[config.mk]
export PLATFORM = sky130hd
export DESIGN_NAME = rmhs_device
export DESIGN_NICKNAME = d
export VERILOG_FILES = /design/src/common/rmhs_pkg.sv /design/src/logic/rmhs_byte_buf.sv /design/src/logic/rmhs_device.sv
export SDC_FILE = /design/constraint.sdc
export NUM_CORES = 1
export LEC_CHECK = 0
export ABC_CLOCK_PERIOD_IN_PS = 4500
export BUFFER_PORTS_ARGS = -buffer_cell sky130_fd_sc_hd__buf_4
export CORE_ASPECT_RATIO = 0.6
export CORE_UTILIZATION = 39
export CTS_BUF_LIST = sky130_fd_sc_hd__clkbuf_2
export DETAILED_ROUTE_END_ITERATION = 8
export PLACE_DENSITY = 0.67
export SLEW_MARGIN = 20
export SYNTH_ARGS = -nofsm -noshare
export SYNTH_HDL_FRONTEND = slang
export SYNTH_SLANG_ARGS = --single-unit
[constraint.sdc]
create_clock -name clk -period 4.5 [get_ports clk]
set_clock_uncertainty 0.15 [all_clocks]
set_input_delay 0.45 -clock clk [delete_from_list [all_inputs] [get_ports clk]]
set_output_delay 0.45 -clock clk [all_outputs]
set_load 0.1 [all_outputs]
[src/common/rmhs_pkg.sv]
package rmhs_pkg;
  // Clock and time bases
  localparam int unsigned CLK_HZ        = 50_000_000;
  localparam int unsigned CYC_PER_US    = CLK_HZ / 1_000_000;
  localparam int unsigned CYC_PER_MS    = CLK_HZ / 1_000;
  // Startup timing
  localparam int unsigned BOOT_DELAY_US = 100;
  localparam int unsigned BOOT_DELAY_CYC = BOOT_DELAY_US * CYC_PER_US;
  localparam int unsigned CAL_MIN_MS    = 2;
  localparam int unsigned CAL_CYC       = CAL_MIN_MS * CYC_PER_MS;
  localparam int unsigned READY_LOW_MS  = 5;
  localparam int unsigned READY_LOW_CYC = READY_LOW_MS * CYC_PER_MS;
  localparam int unsigned READY_MAX_MS  = 1000;
  localparam int unsigned READY_MAX_CYC = READY_MAX_MS * CYC_PER_MS;
  // Widths
  localparam int unsigned DW     = 8;
  localparam int unsigned RW     = 16;
  localparam int unsigned AW     = 4;
  localparam int unsigned BUF_AW = 4;
  localparam int unsigned CNT_W  = 20;
  localparam int unsigned MS_W   = 16;
  // Register indexes
  localparam logic [AW-1:0] REG_FLAGS    = 4'h0;
  localparam logic [AW-1:0] REG_ACTIVE   = 4'h1;
  localparam logic [AW-1:0] REG_MODE     = 4'h2;
  localparam logic [AW-1:0] REG_LISTEN   = 4'h3;
  localparam logic [AW-1:0] REG_OWN_ADDR = 4'h4;
  localparam logic [AW-1:0] REG_STATUS   = 4'h5;
  // Flag bit positions
  localparam int unsigned FLG_NO_CFG_PIN    = 0;
  localparam int unsigned FLG_NO_DATA_REQ   = 1;
  localparam int unsigned FLG_NO_BREAK      = 2;
  localparam int unsigned FLG_NO_SLEEP_PINS = 3;
  localparam int unsigned FLG_ANY_CSUM      = 5;
  localparam int unsigned FLG_SNIFFER       = 7;
  localparam int unsigned FLG_USE_CTS       = 8;
  localparam int unsigned FLG_LEDS          = 9;
  // Reset values, masks, broadcast address and mode code
  localparam logic [RW-1:0] FLAGS_WRITABLE = 16'h03AF;
  localparam logic [RW-1:0] FLAGS_RESET    = 16'h0000;
  localparam logic          MODE_RESET     = 1'h0;
  localparam logic [DW-1:0] LISTEN_RESET   = 8'h0A;
  localparam logic [DW-1:0] OWN_ADDR_RESET = 8'h01;
  localparam logic [DW-1:0] BCAST_ADDR     = 8'hFF;
  localparam logic          MODE_TRANSP    = 1'h0;
  // Device states
  typedef enum logic [2:0] {
    ST_HOLD, ST_DELAY, ST_BOOT, ST_SETTLE,
    ST_RUN, ST_TX, ST_SLEEP, ST_LISTEN
  } rmhs_state_t;
endpackage

[src/logic/rmhs_byte_buf.sv]
`timescale 1ns/100ps
module rmhs_byte_buf (
  input  wire logic                      clk,
  input  wire logic                      nrst,
  input  wire logic                      push,
  input  wire logic [rmhs_pkg::DW-1:0]   push_data,
  input  wire logic                      pop,
  input  wire logic                      flush,
  output logic      [rmhs_pkg::DW-1:0]   head,
  output logic      [rmhs_pkg::BUF_AW:0] count,
  output logic                           full,
  output logic                           empty
);
  import rmhs_pkg::*;
  localparam int unsigned DEPTH = 2 ** BUF_AW;

  logic [DW-1:0]     mem_q [DEPTH];
  logic [BUF_AW-1:0] wr_q;
  logic [BUF_AW-1:0] rd_q;
  logic [BUF_AW:0]   cnt_q;
  wire               do_push = push & ~full;
  wire               do_pop  = pop & ~empty;

  // Status and head of line
  assign full  = (cnt_q == (BUF_AW+1)'(DEPTH));
  assign empty = (cnt_q == '0);
  assign head  = mem_q[rd_q];
  assign count = cnt_q;

  // Storage cells, one per slot
  for (genvar i = 0; i < DEPTH; i++) begin : g_cell
    always_ff @(posedge clk or negedge nrst) begin
      if (!nrst) begin
        mem_q[i] <= '0;
      end else if (do_push && wr_q == BUF_AW'(i)) begin
        mem_q[i] <= push_data;
      end
    end
  end

  // Pointers and fill level
  always_ff @(posedge clk or negedge nrst) begin
    if (!nrst) begin
      wr_q  <= '0;
      rd_q  <= '0;
      cnt_q <= '0;
    end else if (flush) begin
      wr_q  <= '0;
      rd_q  <= '0;
      cnt_q <= '0;
    end else begin
      wr_q  <= wr_q + BUF_AW'(do_push);
      rd_q  <= rd_q + BUF_AW'(do_pop);
      cnt_q <= cnt_q + (BUF_AW+1)'(do_push) - (BUF_AW+1)'(do_pop);
    end
  end
endmodule // rmhs_byte_buf

[src/logic/rmhs_device.sv]
// Contract
// - Timed wake listens for the set milliseconds, then sleeps again.
// - Flag 0x0001 makes the mode toggle pin do nothing.
// - Flag 0x0002 disables the send request pin, used only in transparent.
// - Flag 0x0004 suppresses break detection, so no mode toggle.
// - Flag 0x0008 ignores the sleep and radio off pin levels.
// - Flag 0x0020 accepts any checksum byte in command mode.
// - Flag 0x0080 skips address filtering, forwards every packet.
// - Flag 0x0100 uses CTS for UART flow; host must drive it.
// - Flag 0x0200 drives receive and transmit activity outputs.
// - Flags 0x0001 and 0x0004 together freeze the operating mode.
// - After reset RTS high during boot, then low; 5 ms low means ready.
// - Ready within 1000 ms after reset release.
// - RTS rises about 100 us after release, calibrates 2 ms or more.
// - Sleep entry and exit shown on RTS; host waits low plus 100 us. Here exit holds RTS low 5 ms in ST_SETTLE before ready.
// - UART data buffered until trigger, then RTS halts and FIFO loads.
// - Radio send starts at first FIFO byte; rest fed in chunks.
// - Received packet fully read, address checked, then sent on UART.
//
// Decided for this implementation: the plain strobed port and the register offsets.
`timescale 1ns/100ps
module rmhs_device #(
  parameter int unsigned BOOT_DELAY_CYCLES = rmhs_pkg::BOOT_DELAY_CYC,
  parameter int unsigned CAL_CYCLES        = rmhs_pkg::CAL_CYC,
  parameter int unsigned READY_CYCLES      = rmhs_pkg::READY_LOW_CYC,
  parameter int unsigned MS_CYCLES         = rmhs_pkg::CYC_PER_MS
) (
  input  wire logic                    clk,
  input  wire logic                    nrst,
  input  wire logic                    restart_n,
  input  wire logic [rmhs_pkg::AW-1:0] reg_addr,
  input  wire logic [rmhs_pkg::RW-1:0] reg_wdata,
  input  wire logic                    reg_wr,
  input  wire logic                    reg_rd,
  output logic      [rmhs_pkg::RW-1:0] reg_rdata,
  input  wire logic                    uart_rx_valid,
  input  wire logic [rmhs_pkg::DW-1:0] uart_rx_data,
  input  wire logic                    uart_break,
  output logic                         uart_tx_valid,
  output logic      [rmhs_pkg::DW-1:0] uart_tx_data,
  input  wire logic                    uart_tx_ready,
  input  wire logic                    cts_n,
  output logic                         rts_n,
  input  wire logic                    config_pin_n,
  input  wire logic                    data_req_n,
  input  wire logic                    sleep_pin,
  input  wire logic                    radio_off_pin,
  input  wire logic                    wor_wake,
  input  wire logic                    tx_trigger,
  output logic                         radio_fifo_wr,
  output logic      [rmhs_pkg::DW-1:0] radio_fifo_data,
  input  wire logic                    radio_fifo_ready,
  output logic                         radio_tx_start,
  input  wire logic                    radio_rx_valid,
  input  wire logic [rmhs_pkg::DW-1:0] radio_rx_data,
  input  wire logic                    radio_rx_last,
  output logic                         radio_rx_enable,
  output logic                         op_mode,
  output logic                         checksum_any,
  output logic                         led_rx,
  output logic                         led_tx,
  output logic                         ready
);
  import rmhs_pkg::*;

  function automatic logic reg_hit(input logic [AW-1:0] a,
                                   input logic [AW-1:0] idx);
    reg_hit = (a == idx);
  endfunction

  rmhs_state_t     state_q, state_d;
  logic [CNT_W-1:0] cnt_q;
  logic [MS_W-1:0]  ms_div_q;
  logic [DW-1:0]    listen_cnt_q;
  logic [RW-1:0]    flags_q, act_q;
  logic             mode_set_q, op_mode_q;
  logic [DW-1:0]    listen_q, own_q;
  logic             cfg_prev_q, req_prev_q, first_q;
  logic             rx_first_q, addr_ok_q, rx_drain_q;
  logic             rts_q, ready_q, rx_en_q, csum_q, led_rx_q, led_tx_q;
  logic             fwr_q, fstart_q, utx_valid_q;
  logic [DW-1:0]    fdata_q, utx_data_q;
  logic [RW-1:0]    rdata_q, rd_val;
  logic [DW-1:0]    txb_head, rxb_head;
  logic [BUF_AW:0]  txb_count, rxb_count;
  logic             txb_full, txb_empty, rxb_full, rxb_empty;

  // Pin gating by the active flag word
  wire sleep_eff  = sleep_pin & ~act_q[FLG_NO_SLEEP_PINS];
  wire roff_eff   = radio_off_pin & ~act_q[FLG_NO_SLEEP_PINS];
  wire cfg_fall   = cfg_prev_q & ~config_pin_n;
  wire tog_pin    = cfg_fall & ~act_q[FLG_NO_CFG_PIN];
  wire tog_brk    = uart_break & ~act_q[FLG_NO_BREAK];
  wire mode_tog   = (state_q == ST_RUN) & (tog_pin | tog_brk);
  wire req_fall   = req_prev_q & ~data_req_n;
  wire req_trig   = req_fall & ~act_q[FLG_NO_DATA_REQ]
                    & (op_mode_q == MODE_TRANSP);
  wire cts_ok     = ~act_q[FLG_USE_CTS] | ~cts_n;

  // Transmit path decode
  wire uart_push  = uart_rx_valid & (state_q == ST_RUN);
  wire tx_go      = (state_q == ST_RUN) & ~txb_empty
                    & (tx_trigger | req_trig | txb_full);
  wire fifo_go    = (state_q == ST_TX) & radio_fifo_ready
                    & ~txb_empty;

  // Receive path decode
  wire rx_accept  = radio_rx_valid & rx_en_q & ~rx_drain_q;
  wire addr_match = act_q[FLG_SNIFFER] | (radio_rx_data == own_q)
                    | (radio_rx_data == BCAST_ADDR);
  wire pkt_ok     = rx_first_q ? addr_match : addr_ok_q;
  wire pkt_end    = rx_accept & radio_rx_last;
  wire rx_flush   = pkt_end & ~pkt_ok;
  wire utx_take   = utx_valid_q & uart_tx_ready & cts_ok;
  wire utx_load   = rx_drain_q & ~rxb_empty
                    & (~utx_valid_q | utx_take);

  // Timers
  wire cnt_end_delay = (cnt_q == CNT_W'(BOOT_DELAY_CYCLES - 1));
  wire cnt_end_cal   = (cnt_q == CNT_W'(CAL_CYCLES - 1));
  wire cnt_end_ready = (cnt_q == CNT_W'(READY_CYCLES - 1));
  wire ms_tick       = (ms_div_q == MS_W'(MS_CYCLES - 1));
  wire listen_end    = ms_tick & (listen_cnt_q + 8'h01 >= listen_q);

  // Next state
  always_comb begin
    state_d = state_q;
    case (state_q)
      ST_HOLD:   if (restart_n) state_d = ST_DELAY;
      ST_DELAY:  if (cnt_end_delay) state_d = ST_BOOT;
      ST_BOOT:   if (cnt_end_cal) state_d = ST_SETTLE;
      ST_SETTLE: if (cnt_end_ready) state_d = ST_RUN;
      ST_RUN: begin
        if (tx_go) state_d = ST_TX;
        else if (sleep_eff && txb_empty) state_d = ST_SLEEP;
      end
      ST_TX:     if (txb_empty) state_d = ST_RUN;
      ST_SLEEP: begin
        if (!sleep_eff) state_d = ST_SETTLE;
        else if (wor_wake && listen_q != '0) state_d = ST_LISTEN;
      end
      ST_LISTEN: begin
        if (!sleep_eff) state_d = ST_SETTLE;
        else if (listen_end) state_d = ST_SLEEP;
      end
      default:   state_d = ST_HOLD;
    endcase
    if (!restart_n) state_d = ST_HOLD;
  end

  // Output next values
  wire rts_d   = (state_d == ST_BOOT) | (state_d == ST_TX)
                 | (state_d == ST_SLEEP) | (state_d == ST_LISTEN);
  wire ready_d = (state_d == ST_RUN) | (state_d == ST_TX);
  wire rx_en_d = ((state_d == ST_RUN) | (state_d == ST_TX)
                 | (state_d == ST_LISTEN)) & ~roff_eff;

  // State and sequencing timers
  always_ff @(posedge clk or negedge nrst) begin
    if (!nrst) begin
      state_q      <= ST_HOLD;
      cnt_q        <= '0;
      ms_div_q     <= '0;
      listen_cnt_q <= '0;
    end else begin
      state_q      <= state_d;
      cnt_q        <= (state_d != state_q) ? '0 : cnt_q + 1'b1;
      ms_div_q     <= (state_q != ST_LISTEN || ms_tick) ? '0
                      : ms_div_q + 1'b1;
      listen_cnt_q <= (state_q != ST_LISTEN) ? '0
                      : listen_cnt_q + DW'(ms_tick);
    end
  end

  // Software registers
  always_ff @(posedge clk or negedge nrst) begin
    if (!nrst) begin
      flags_q    <= FLAGS_RESET;
      mode_set_q <= MODE_RESET;
      listen_q   <= LISTEN_RESET;
      own_q      <= OWN_ADDR_RESET;
    end else if (reg_wr) begin
      if (reg_hit(reg_addr, REG_FLAGS))
        flags_q <= reg_wdata & FLAGS_WRITABLE;
      if (reg_hit(reg_addr, REG_MODE))
        mode_set_q <= reg_wdata[0];
      if (reg_hit(reg_addr, REG_LISTEN))
        listen_q <= reg_wdata[DW-1:0];
      if (reg_hit(reg_addr, REG_OWN_ADDR))
        own_q <= reg_wdata[DW-1:0];
    end
  end

  // Active flags and mode, reloaded only at restart release
  always_ff @(posedge clk or negedge nrst) begin
    if (!nrst) begin
      act_q     <= FLAGS_RESET;
      op_mode_q <= MODE_RESET;
    end else if (state_q == ST_HOLD && restart_n) begin
      act_q     <= flags_q;
      op_mode_q <= mode_set_q;
    end else if (mode_tog) begin
      op_mode_q <= ~op_mode_q;
    end
  end

  // Read mux
  always_comb begin
    rd_val = '0;
    if (reg_hit(reg_addr, REG_FLAGS))
      rd_val = flags_q;
    else if (reg_hit(reg_addr, REG_ACTIVE))
      rd_val = act_q;
    else if (reg_hit(reg_addr, REG_MODE))
      rd_val = {15'h0000, mode_set_q};
    else if (reg_hit(reg_addr, REG_LISTEN))
      rd_val = {8'h00, listen_q};
    else if (reg_hit(reg_addr, REG_OWN_ADDR))
      rd_val = {8'h00, own_q};
    else if (reg_hit(reg_addr, REG_STATUS))
      rd_val = {5'h00, rxb_count[3:0], state_q, rx_drain_q,
                ready_q, op_mode_q, txb_empty};
  end

  // Read data, valid the cycle after the strobe
  always_ff @(posedge clk or negedge nrst) begin
    if (!nrst) rdata_q <= '0;
    else       rdata_q <= reg_rd ? rd_val : '0;
  end

  // Pin edge history
  always_ff @(posedge clk or negedge nrst) begin
    if (!nrst) begin
      cfg_prev_q <= 1'b1;
      req_prev_q <= 1'b1;
    end else begin
      cfg_prev_q <= config_pin_n;
      req_prev_q <= data_req_n;
    end
  end

  // UART to radio buffer
  rmhs_byte_buf u_txb (
    .clk       (clk),
    .nrst      (nrst),
    .push      (uart_push),
    .push_data (uart_rx_data),
    .pop       (fifo_go),
    .flush     (state_q == ST_HOLD),
    .head      (txb_head),
    .count     (txb_count),
    .full      (txb_full),
    .empty     (txb_empty)
  );

  // Radio to UART buffer
  rmhs_byte_buf u_rxb (
    .clk       (clk),
    .nrst      (nrst),
    .push      (rx_accept),
    .push_data (radio_rx_data),
    .pop       (utx_load),
    .flush     (rx_flush | (state_q == ST_HOLD)),
    .head      (rxb_head),
    .count     (rxb_count),
    .full      (rxb_full),
    .empty     (rxb_empty)
  );

  // Transceiver FIFO feed, start pulse on first byte
  always_ff @(posedge clk or negedge nrst) begin
    if (!nrst) begin
      fwr_q    <= 1'b0;
      fdata_q  <= '0;
      fstart_q <= 1'b0;
      first_q  <= 1'b0;
    end else begin
      fwr_q    <= fifo_go;
      fdata_q  <= fifo_go ? txb_head : fdata_q;
      fstart_q <= fifo_go & first_q;
      first_q  <= tx_go ? 1'b1 : (fifo_go ? 1'b0 : first_q);
    end
  end

  // Receive packet tracking and UART drain
  always_ff @(posedge clk or negedge nrst) begin
    if (!nrst) begin
      rx_first_q  <= 1'b1;
      addr_ok_q   <= 1'b0;
      rx_drain_q  <= 1'b0;
      utx_valid_q <= 1'b0;
      utx_data_q  <= '0;
    end else begin
      if (rx_accept) begin
        rx_first_q <= radio_rx_last;
        addr_ok_q  <= pkt_ok;
      end
      if (pkt_end && pkt_ok)
        rx_drain_q <= 1'b1;
      else if (rx_drain_q && rxb_empty)
        rx_drain_q <= 1'b0;
      if (utx_load) begin
        utx_valid_q <= 1'b1;
        utx_data_q  <= rxb_head;
      end else if (utx_take) begin
        utx_valid_q <= 1'b0;
      end
    end
  end

  // Status pins
  always_ff @(posedge clk or negedge nrst) begin
    if (!nrst) begin
      rts_q    <= 1'b0;
      ready_q  <= 1'b0;
      rx_en_q  <= 1'b0;
      csum_q   <= 1'b0;
      led_rx_q <= 1'b0;
      led_tx_q <= 1'b0;
    end else begin
      rts_q    <= rts_d;
      ready_q  <= ready_d;
      rx_en_q  <= rx_en_d;
      csum_q   <= act_q[FLG_ANY_CSUM];
      led_rx_q <= act_q[FLG_LEDS] & rx_accept;
      led_tx_q <= act_q[FLG_LEDS] & fifo_go;
    end
  end

  assign reg_rdata       = rdata_q;
  assign uart_tx_valid   = utx_valid_q;
  assign uart_tx_data    = utx_data_q;
  assign rts_n           = rts_q;
  assign radio_fifo_wr   = fwr_q;
  assign radio_fifo_data = fdata_q;
  assign radio_tx_start  = fstart_q;
  assign radio_rx_enable = rx_en_q;
  assign op_mode         = op_mode_q;
  assign checksum_any    = csum_q;
  assign led_rx          = led_rx_q;
  assign led_tx          = led_tx_q;
  assign ready           = ready_q;

  // Helper: cycles spent starting up, sleep and listen time not counted
  logic [25:0] boot_age_q;
  always_ff @(posedge clk or negedge nrst) begin
    if (!nrst) boot_age_q <= '0;
    else if (state_q == ST_HOLD || state_q == ST_SLEEP
             || state_q == ST_LISTEN || ready_q) boot_age_q <= '0;
    else boot_age_q <= boot_age_q + 26'h0000001;
  end

  // Checks
  listen_return_a: assert property (@(posedge clk) disable iff (!nrst)
    state_q == ST_LISTEN && sleep_eff && listen_end |=> state_q == ST_SLEEP)
    else $error("listen window did not end in sleep");
  pin_toggle_a: assert property (@(posedge clk) disable iff (!nrst)
    act_q[FLG_NO_CFG_PIN] && cfg_fall && !tog_brk && state_q == ST_RUN
    |=> $stable(op_mode_q))
    else $error("disabled toggle pin changed the mode");
  req_pin_a: assert property (@(posedge clk) disable iff (!nrst)
    act_q[FLG_NO_DATA_REQ] && !tx_trigger && !txb_full
    && state_q == ST_RUN |=> state_q != ST_TX)
    else $error("disabled send request started a send");
  break_mode_a: assert property (@(posedge clk) disable iff (!nrst)
    act_q[FLG_NO_BREAK] && !tog_pin && uart_break && state_q != ST_HOLD
    |=> $stable(op_mode_q))
    else $error("suppressed break changed the mode");
  sleep_ignore_a: assert property (@(posedge clk) disable iff (!nrst)
    act_q[FLG_NO_SLEEP_PINS] && state_q == ST_RUN |=> state_q != ST_SLEEP)
    else $error("ignored sleep pin put device to sleep");
  csum_follow_a: assert property (@(posedge clk) disable iff (!nrst)
    ##1 checksum_any == $past(act_q[FLG_ANY_CSUM]))
    else $error("checksum bypass does not follow flag");
  cts_hold_a: assert property (@(posedge clk) disable iff (!nrst)
    act_q[FLG_USE_CTS] && cts_n && uart_tx_valid
    |=> uart_tx_valid && $stable(uart_tx_data))
    else $error("byte left while CTS blocked");
  led_off_a: assert property (@(posedge clk) disable iff (!nrst)
    !act_q[FLG_LEDS] |=> !led_rx && !led_tx)
    else $error("activity output without enable");
  boot_rts_a: assert property (@(posedge clk) disable iff (!nrst)
    state_q == ST_DELAY && cnt_end_delay && restart_n |=> rts_n)
    else $error("RTS not raised after boot delay");
  ready_bound_a: assert property (@(posedge clk) disable iff (!nrst)
    boot_age_q < 26'(READY_MAX_CYC))
    else $error("device not ready in time");
  tx_halt_a: assert property (@(posedge clk) disable iff (!nrst)
    state_q == ST_TX || radio_fifo_wr |-> rts_n)
    else $error("RTS low while loading radio FIFO");
  tx_start_a: assert property (@(posedge clk) disable iff (!nrst)
    radio_tx_start |-> radio_fifo_wr)
    else $error("radio start without FIFO byte");
  drop_pkt_a: assert property (@(posedge clk) disable iff (!nrst)
    rx_flush |=> !rx_drain_q && rxb_empty)
    else $error("filtered packet reached UART");

  cov_send_c:   cover property (@(posedge clk) tx_go ##[1:40] radio_tx_start);
  cov_recv_c:   cover property (@(posedge clk) pkt_end && pkt_ok);
  cov_listen_c: cover property (@(posedge clk)
    state_q == ST_LISTEN ##1 state_q == ST_SLEEP);
endmodule // rmhs_device

After elaboration in Yosys (flattened, before gate mapping)
Cells that the tools add are included.
Storage, ports and cells
  register bits: 410
  output and inout port bits: 42
Cells by class
  $lt $le $gt $ge: 3
  reductions and logical operators: 53
  bitwise logic cells: 63
  equal/unequal tests: 57
  add/subtract/negate cells: 12
  muxes and demuxes: 43
Operators by type and width (number)
  $mux W11: 6
  $bmux W8 S4: 2
  $eq A4 B4 Y1 const B: 16
  $eq A4 B3 Y1 const B: 10
  $mux W8: 5
  $logic_and A1 B1 Y1: 37
  $mux W3: 11
  $mux W16: 2
  $and A1 B1 Y1: 31
  $eq A3 B3 Y1 const B: 8
  $eq A4 B2 Y1 const B: 6
  $pmux W3 S8: 1
  $add A20 B1 Y20 const B: 1
  $eq A20 B13 Y1 const B: 1
  $eq A20 B17 Y1 const B: 1
  $eq A20 B18 Y1 const B: 1
  $mux W20: 1
  $not A1 Y1: 17
  $add A16 B1 Y16 const B: 1
  $add A4 B1 Y4: 4
  $eq A16 B16 Y1 const B: 1
  $mux W4: 4
  $or A1 B1 Y1: 13
  $eq A4 B1 Y1 const B: 3
  other kinds (23): 48

Depth between registers and ports, before layout
Gate-level depths: netlist (run 1).
  word-level depth: 14
  depth in mapped cells: 16
  mapped depth without buffers: 15

Cells and area by module
From an unflattened synthesis (run 1), not the netlist that was laid out.
Second synthesis, totals
  cells, all modules: 1430
  area, all modules: 19323.5 um2
Modules (own cells, without submodules)
  rmhs_byte_buf at u_txb: area an instance 6640.1 um2, cells an instance 432, times used 1
  rmhs_byte_buf at u_rxb: area an instance 6535.0 um2, cells an instance 432, times used 1
  rmhs_device: area an instance 6148.4 um2, cells an instance 566, times used 1

Least setup slack after synthesis (run 1)
OpenSTA, ideal clock, no wires.
  kind: flip-flop to flip-flop
  start: register u_txb.cnt_q[3] (netlist: u_txb.count[3])
  end: register u_txb.cnt_q[4] (netlist: u_txb.count[4])
  arrival: 3114 ps
  stages on the path, launching flop included: 15
  buffers on the path: 1
  period minus slack after synthesis: 3342 ps
  slack: 1158 ps
  required time: 4272 ps
  setup time: 78 ps
  cell sequence: dfrtp_1 inv_1 ha_1 or3b_2 nor2_1 nor3_1 clkbuf_1 ha_1 inv_1 ha_1 fa_1 a21oi_1 nor2_1 or3_1 a21oi_1
On the way
  longest elaborated chain between the ends: 6
  elaborated cells on any way between the ends: 10
  those cells by class: 2 x add/sub; 1 x eq/ne; 1 x mux; 5 x bitwise; 1 x reduce/logical
RTL lines
  start: declaration: line rmhs_byte_buf.sv:20  | logic [BUF_AW:0] cnt_q;
  start signal: assignment: line rmhs_byte_buf.sv:54  | cnt_q <= cnt_q + (BUF_AW+1)'(do_push) - (BUF_AW+1)'(do_pop);
  $logic_not A5 Y1: line rmhs_byte_buf.sv:26  | assign empty = (cnt_q == '0);
  $not A1 Y1: line rmhs_device.sv:105  | & ~txb_empty;
  $and A1 B1 Y1: line rmhs_device.sv:105
  via fifo_go: line rmhs_device.sv:104  | wire fifo_go = (state_q == ST_TX) & radio_fifo_ready
  $and A1 B1 Y1: line rmhs_byte_buf.sv:22  | wire do_pop = pop & ~empty;
  $sub A5 B1 Y5: line rmhs_byte_buf.sv:54
  $mux W5: line rmhs_byte_buf.sv:47  | end else if (flush) begin
The timed path passes the listed nets, and every way through them passes these cells.
A chain may end at the register's enable or synchronous reset.

Worst setup path after layout (run 1)
  start: register u_txb.cnt_q[3] (netlist: u_txb.count[3])
  end: register u_txb.cnt_q[4] (netlist: u_txb.count[4])
On the way
  longest elaborated chain between the ends: 6
  elaborated cells on any way between the ends: 10
  those cells by class: 2 x add/sub; 1 x eq/ne; 1 x mux; 5 x bitwise; 1 x reduce/logical
RTL lines (line)
  $eq A5 B5 Y1 or $logic_not A5 Y1 (tied branches): rmhs_byte_buf.sv:25, rmhs_byte_buf.sv:26
  $not A1 Y1, on equally long branches: rmhs_byte_buf.sv:21, rmhs_byte_buf.sv:22, rmhs_device.sv:105
  $and A1 B1 Y1, on equally long branches: rmhs_byte_buf.sv:21, rmhs_device.sv:105
  $add A5 B1 Y5 or $and A1 B1 Y1 (tied branches): rmhs_byte_buf.sv:54, rmhs_byte_buf.sv:22
  $sub A5 B1 Y5 *: rmhs_byte_buf.sv:54
  $mux W5 *: rmhs_byte_buf.sv:47
Every way passes the cells marked *; elsewhere a longest branch is shown, timed or not.

==> results.cfg, run 1 <==
[finish]
post_route_cells_drive_above_1_share = 0.407
final_area_mm2 = 0.0222
fill_cells = 4366
syn2layout_area_growth_pct = 14.5
finish.net_count = 1685

[critical_path]
r2r_cells = 13
critPathCapture = u_txb.count[4]
r2r_setup_slack_ns = 1.09
setup.worst_path.start = u_txb.count[3]
critical-path-top-cell-by-count = sky130_fd_sc_hd__ha_1
critPathArrivalTime_ns = 4.24
rr_startpoint = u_txb.count[3]
timing.critical_path.slowest_cell_delay_ns = 0.48
setup.worst_path.class = register to register
timing.critical_path.fanout_max = 4
critPathCaptureType = register
cp.required_ns = 5.33
critPathSlowestCell = sky130_fd_sc_hd__or3b_2
crit_chain = inv_1, ha_1, or3b_2, nor2_1, nor3_2, ha_1, inv_1, ha_1, fa_1, a21oi_1, nor2_1, or3_1, a21oi_1
reg2reg_to = u_txb.count[4]
type_of_origin_of_the_critical_path = register

[routing]
dr.first_iter.drc_count = 963
wire_per_inst_um = 20.1
dr_total_vias = 12462
drc_violation_count_after_routing = 0
post_drt_via_cell_ratio = 5.39
finalWirelength_um = 46600
firstDrtPassIters = 5
antenna_left = 0

[placed_design]
setup_slack_placement_ns = 1.15
buffer_ports.inserted = 84
dp_area_mm2 = 0.0206
dpl.hpwl_um = 31700
gp_routability_congestion = 0.852

[global_route]
grt-ovfl-total = 0
grt_pass1_vias = 13200
first_pass_grt_wire_length_um = 75000
total_grt_usage = 0.191
antenna_violations_before_repair = 2
grt_start_max_net_pins = 121

[die]
die_height_um = 175
die_w_um = 290
ioPinCount = 96
initial_core_util = 0.400
floorplan.die_area_mm2 = 0.0506
floorplan.rows = 62
placeableCoreArea_mm2 = 0.0484

[yosys]
synthDominantAreaCellType = sky130_fd_sc_hd__dfrtp_1
synth_ff_type = sky130_fd_sc_hd__dfrtp_1
post_synthesis_sequential_area_ratio = 0.524
post_synth_instance_area_mm2 = 0.0194
postSynth.asyncResetShare = 1.00
synth-seq-cells = 405
synthesis.area_per_instance_um2 = 13.6
synth.yosys.warnings = 0
number_of_flops_mapped_to_enable_cells_by_yosys = 0
synth_cell_types = 73
synth_top_area_frac = 0.516
syn_inst = 1418
list_of_most_frequent_post_synthesis_cells = sky130_fd_sc_hd__dfrtp_1 (399), sky130_fd_sc_hd__mux2_2 (305), sky130_fd_sc_hd__mux4_2 (80), sky130_fd_sc_hd__nor2_1 (74), sky130_fd_sc_hd__nand2_1 (62)
main_area_contributors_after_synthesis = sky130_fd_sc_hd__dfrtp_1 (52%), sky130_fd_sc_hd__mux2_2 (18%), sky130_fd_sc_hd__mux4_2 (9.3%)
most_repeated_cell_in_the_gate_level_netlist_after_synthesis = sky130_fd_sc_hd__dfrtp_1

[flow_run]
cap_viol_max_count = 0

[power]
share_seq_of_total_power = 0.563
clock_power_share = 0.352
swShare = 0.291
pwr-share-comb = 0.085
p_leak_nw = 10.5
power.density_cell_area_mw_per_mm2 = 308
power.internal_w = 0.00484
power.net_switching_w = 0.00199
vdd_drop_max_mv = 0.191

[sta]
setup_viol = 0
crit_share_post_route = 0.759
highest_attainable_clock_frequency_mhz = 293
timing.setup.tns_ns = 0
final_hold_viol_count = 0
slew_headroom = 0.294
worstMarginPinSlew_ns = 1.06
holdWs_ns = 0.107
period_needed_ns = 3.41
layout_setup_ws_ns = 1.09
unrepaired_setup_endpoints_after_global_routing = no
slew_viol_final = 0

[cts]
post_cts_resize_count = 0
cts-root-buf = sky130_fd_sc_hd__clkbuf_2
clock_sinks = 405
cts_tree = yes
cts-htree-levels = 3
clk-insertion-delay-late_ns = 1.05
post-cts-setup-buffer-count = 0
cts-buffers-inserted = 97
cts.path.max_buffers = 3
path_clk_slew_ns = 0.11

[status]
run_status = finished, final reports clean

[worst_hold_path]
holdCritPathClass = primary input to register
number_of_cells_on_the_worst_hold_path = 3
-- layer usage --
metal,GRT usage,vias to the layer above,part of all wire
met1,0.290,6456,0.49
met5,0,-,0
li1,-,5586,-
met3,0.0436,83,0.056
met2,0.270,337,0.44
met4,0.0598,0,0.022
-- flip-flops by register name (all words and copies together), names as in the netlist, 11 cells and up --
| signal | flops |
|---|---|
| reg_rdata | 11 |
| u_txb.mem_q | 128 |
| ms_div_q | 16 |
| u_rxb.mem_q | 128 |
| cnt_q | 20 |
-- layout by cell type, fill, tap and decap left out, drive strengths merged, types with 7 or more instances in the layout --
cell type | synthesis | routed
and3 | 12 | 12
inv | 31 | 32
dlygate4sd3 | 0 | 65
a211oi | 13 | 13
nor4 | 7 | 7
ha | 33 | 33
mux2 | 306 | 306
mux4 | 80 | 80
nand3 | 30 | 30
xnor2 | 25 | 25
nand2 | 62 | 62
clkinv | 0 | 32
and2 | 14 | 14
clkbuf | 60 | 137
a2111oi | 11 | 11
or3 | 7 | 7
nor2b | 25 | 25
dfrtp | 399 | 399
nor2 | 80 | 80
buf | 30 | 100
nand4 | 14 | 14
nor3 | 15 | 15
a21o | 9 | 9
xor2 | 41 | 41
a21oi | 20 | 20
o21ai | 18 | 18
-- stage by stage --
step,util,total power [W],std cells
after CTS,0.457,0.00692,2310
after global routing,0.458,0.00718,2313
after detailed placement,0.425,0.00443,2071
after global placement,0.425,0.00442,2071
final,0.458,0.00683,2313
after floorplan,-,0.00419,1422
-- critical path, delay by kind of cell, from the launching register on --
kind / cells / cell delay, ns
AO/OA/AOI/OAI: 2 / 0.30
AND/OR/NAND/NOR: 5 / 1.28
adder cells (fa/ha/maj): 4 / 1.09
flip-flops: 1 / 0.40
buffers and inverters: 2 / 0.13
-- layout make-up --
cell class	count	area (um^2)	share of cell area
diodes	3	7.51	0.000339
well taps	640	801	0.0361
inverters	31	116	0.00525
clock buffers	137	686	0.0309
repair buffers	165	1470	0.0662
multi-input cells	896	8750	0.395
clock inverters	36	185	0.00836
flip-flops and latches	405	10100	0.458
-- power groups by stage --
stage               Clock [W]  Combinational (W)  Sequential [W]
floorplan                   0           0.000260         0.00393
global placement            0           0.000505         0.00391
detailed placement          0           0.000519         0.00392
CTS                   0.00250           0.000582         0.00385
global route          0.00268           0.000632         0.00386
finish                0.00241           0.000579         0.00385
-- worst min-delay path by stage --
| stage | from | end |
|---|---|---|
| 3_5_place_dp | act_q[5] | checksum_any |
| 6_report | reg_wdata[6] | listen_q[6] |
| 2_1_floorplan | nrst | act_q[0] |
| 3_3_place_gp | act_q[5] | checksum_any |
| 4_1_cts | reg_rd | reg_rdata[7] |
| 5_1_grt | reg_wdata[6] | listen_q[6] |
-- kinds of logic after synthesis --
| family | after synthesis | share of synthesized area |
|---|---|---|
| and+or+nand+nor | 301 | 0.0821 |
| buffers and inverters | 121 | 0.0261 |
| other | 1 | 0.000194 |
| adders and majority gates | 35 | 0.0234 |
| xor gates and xnor gates | 66 | 0.0299 |
| DFF | 405 | 0.524 |
| muxes | 387 | 0.272 |
| AOI/OAI and AO/OA | 102 | 0.0425 |
-- timing repair --
| item | 4_1_cts | 5_1_grt |
|---|---|---|
| hold endpoints to repair | 767 | 0 |
| endpoints found under the setup margin | 0 | 0 |
| hold buffers | 66 | 0 |
Note: power is estimated with default switching activity, not from simulation.
==> run 2, diff against run 1 <==
--- a/config.mk
+++ b/config.mk
@@ -5,7 +5,8 @@
 export SDC_FILE = /design/constraint.sdc
 export NUM_CORES = 1
 export LEC_CHECK = 0
-export ABC_CLOCK_PERIOD_IN_PS = 4500
+export ABC_AREA = 1
+export ABC_CLOCK_PERIOD_IN_PS = 3500
 export BUFFER_PORTS_ARGS = -buffer_cell sky130_fd_sc_hd__buf_4
 export CORE_ASPECT_RATIO = 0.6
 export CORE_UTILIZATION = 39
==> constraint.sdc (replaced) <==
create_clock -name clk -period 3.5 [get_ports clk]
set_clock_uncertainty 0.15 [all_clocks]
set_input_delay 0.35 -clock clk [delete_from_list [all_inputs] [get_ports clk]]
set_output_delay 0.35 -clock clk [all_outputs]
set_load 0.1 [all_outputs]
==> run 2 against run 1 <==
Net effect: power grew 30%; critical path type unchanged; register-to-register slack lost 0.88 ns; wire length grew 9.8%; setup slack lost 0.88 ns; die area shrank 1.7%; non-clock buffer count grew 28; synthesized area shrank 1.8%; largest power group unchanged; final area shrank 0.82%; sequential share of layout area grew 0.39 points.
==> results.cfg, run 2 <==
[finish]
fill_cells = 4575
register_area_mm2 = 0.0101
area_taken_by_multi_input_logic_gates_mm2 = 0.00784
biggest_registers_after_layout = u_rxb.mem_q x128, u_txb.mem_q x128, cnt_q x20
finish.net_count = 2409
commonest_non_fill_non_tap_cell_in_the_layout = sky130_fd_sc_hd__nand2_1
post_route_cells_drive_above_1_share = 0.141
syn2layout_area_growth_pct = 15.6
layout.cells.most_common_list = sky130_fd_sc_hd__nand2_1 (443), sky130_fd_sc_hd__dfrtp_1 (396), sky130_fd_sc_hd__o21ai_0 (345), sky130_fd_sc_hd__nor2_1 (237), sky130_fd_sc_hd__clkbuf_2 (143)
final_cells = 3030

[sta]
setup_viol = 0
worstMarginPinSlew_ns = 0.839
highest_attainable_clock_frequency_mhz = 304
slew_headroom = 0.440
timing.setup.tns_ns = 0
period_needed_ns = 3.29
slew_viol_final = 0
final_hold_viol_count = 0
unrepaired_setup_endpoints_after_global_routing = no
crit_share_post_route = 0.940

[global_route]
antenna_violations_before_repair = 1
grt_pass1_vias = 15492
grt-ovfl-total = 0
first_pass_grt_wire_length_um = 83200
grt_start_max_net_pins = 112
total_grt_usage = 0.210

[power]
power.density_cell_area_mw_per_mm2 = 405
vdd_drop_max_mv = 0.184
p_leak_nw = 10.1
power_w = 0.00890

[cts]
path_clk_slew_ns = 0.13
clock_sinks = 405
cts-htree-levels = 3
cts_tree = yes
clk-insertion-delay-late_ns = 1.06
cts-root-buf = sky130_fd_sc_hd__clkbuf_2
cts-buffers-inserted = 92
cts.path.max_buffers = 3

[critical_path]
type_of_origin_of_the_critical_path = register
cp.required_ns = 4.31
timing.critical_path.fanout_max = 3
critPathCaptureType = register
timing.critical_path.max_delay_family = buffers and inverters
cp_num_buf_inv = 4
critPathSlowestCell = sky130_fd_sc_hd__dlygate4sd3_1
critPathArrivalTime_ns = 4.10
setup.worst_path.class = register to register
timing.critical_path.slowest_cell_delay_ns = 0.57
crit_chain = inv_1, nand2_1, nand4_1, dlygate4sd3_1, nor3_1, dlygate4sd3_1, nand2_1, a31oi_1, nand3_1, dlygate4sd3_1, nand2_1

[routing]
antenna_left = 0
dr_total_vias = 16066
drc_violation_count_after_routing = 0
dr.first_iter.drc_count = 1549
wire_per_inst_um = 16.9
finalWirelength_um = 51100
post_drt_via_cell_ratio = 5.30
firstDrtPassIters = 6

[yosys]
most_repeated_cell_in_the_gate_level_netlist_after_synthesis = sky130_fd_sc_hd__nand2_1
list_of_most_frequent_post_synthesis_cells = sky130_fd_sc_hd__nand2_1 (443), sky130_fd_sc_hd__dfrtp_1 (399), sky130_fd_sc_hd__o21ai_0 (345), sky130_fd_sc_hd__nor2_1 (238), sky130_fd_sc_hd__inv_1 (128)
synth_cell_types = 52
syn_inst = 2145
synth_top_area_frac = 0.525
synth-seq-cells = 405
main_area_contributors_after_synthesis = sky130_fd_sc_hd__dfrtp_1 (53%), sky130_fd_sc_hd__o21ai_0 (9.1%), sky130_fd_sc_hd__nand2_1 (8.7%)
synthesis.area_per_instance_um2 = 8.87
synthDominantAreaCellType = sky130_fd_sc_hd__dfrtp_1
synth.yosys.warnings = 0
post_synth_instance_area_mm2 = 0.0190
post_synthesis_sequential_area_ratio = 0.533
postSynth.asyncResetShare = 1.00
synth_ff_type = sky130_fd_sc_hd__dfrtp_1
number_of_flops_mapped_to_enable_cells_by_yosys = 0

[die]
ioPinCount = 96
floorplan.rows = 62
placeableCoreArea_mm2 = 0.0479
floorplan.die_area_mm2 = 0.0497
die_height_um = 173
die_w_um = 287
initial_core_util = 0.397

[placed_design]
buffer_ports.inserted = 84
dpl.cell_count = 2777
gp_routability_congestion = 0.913
dpl.hpwl_um = 33000

[status]
run_status = finished, final reports clean

[worst_hold_path]
holdCritPathClass = primary input to register

[flow_run]
cap_viol_max_count = 0
[run 2: kinds of logic after synthesis]
kind of cell | Yosys count | synth area share
AOI/OAI and AO/OA | 521 | 0.157
xor gates and xnor gates | 40 | 0.0184
adders and majority gates | 35 | 0.0238
buffers and inverters | 261 | 0.0555
DFF | 405 | 0.533
muxes | 47 | 0.0251
other | 1 | 0.000197
and+or+nand+nor | 835 | 0.187
[run 2: metal layers]
layer,vias to the layer above,global-route usage,part of all wire
met5,-,0,0
met4,0,0.0703,0.023
met3,103,0.0489,0.074
met2,623,0.303,0.43
met1,7730,0.308,0.47
li1,7610,-,-
[run 2: area by class of cell]
class	count	area share
diodes	1	0.000114
clock inverters	20	0.00717
flip-flops and latches	405	0.462
repair buffers	193	0.0806
clock buffers	143	0.0326
well taps	640	0.0364
multi-input cells	1483	0.357
inverters	145	0.0248
[run 2: worst min-delay path: cells and delay by family]
| family | cells | cell delay (ns) |
|---|---|---|
| AO/OA/AOI/OAI | 1 | 0.09 |
| buffers and inverters | 3 | 0.36 |
| AND/OR/NAND/NOR | 3 | 0.45 |
[run 2: through the flow]
| stage | area, um^2 | hold slack [ns] | worst slack (ns) | util |
|---|---|---|---|---|
| 2_1_floorplan | 19000 | -0.0956 | 0.352 | - |
| 3_3_place_gp | 20200 | 0.178 | 0.503 | 0.421 |
| 3_5_place_dp | 20200 | 0.184 | 0.477 | 0.421 |
| 4_1_cts | 22000 | 0.0101 | 0.281 | 0.458 |
| 5_1_grt | 22000 | 0.0559 | 0.0380 | 0.458 |
| 6_report | 22000 | 0.0687 | 0.211 | 0.458 |
[run 2: timing repair]
action	in CTS	in global routing
setup endpoints to repair	0	1
hold buffers	89	0
buffers inserted	0	0
endpoints found under the hold margin	775	0
gates resized for setup	0	2
[run 2: final timing paths]
check / depth (start not counted) / slack (ns) / end / startpoint
setup / recovery: 11 / 0.21 / rx_drain_q / own_q[4]
hold reg to reg: 0 / 0.28 / checksum_any / act_q[5]
min in group asynchronous: 3 / 0.36 / rx_first_q / nrst
max in group asynchronous: 4 / 2.19 / u_rxb.mem_q[47] / nrst
setup reg to reg: 11 / 0.21 / rx_drain_q / own_q[4]
hold / removal: 7 / 0.07 / u_txb.mem_q[18] / uart_rx_valid
[run 2: report_power, final]
group	internal [W]	switching (W)
registers	0.00480	0.000101
logic	0.000265	0.000523
clock network	0.00129	0.00193
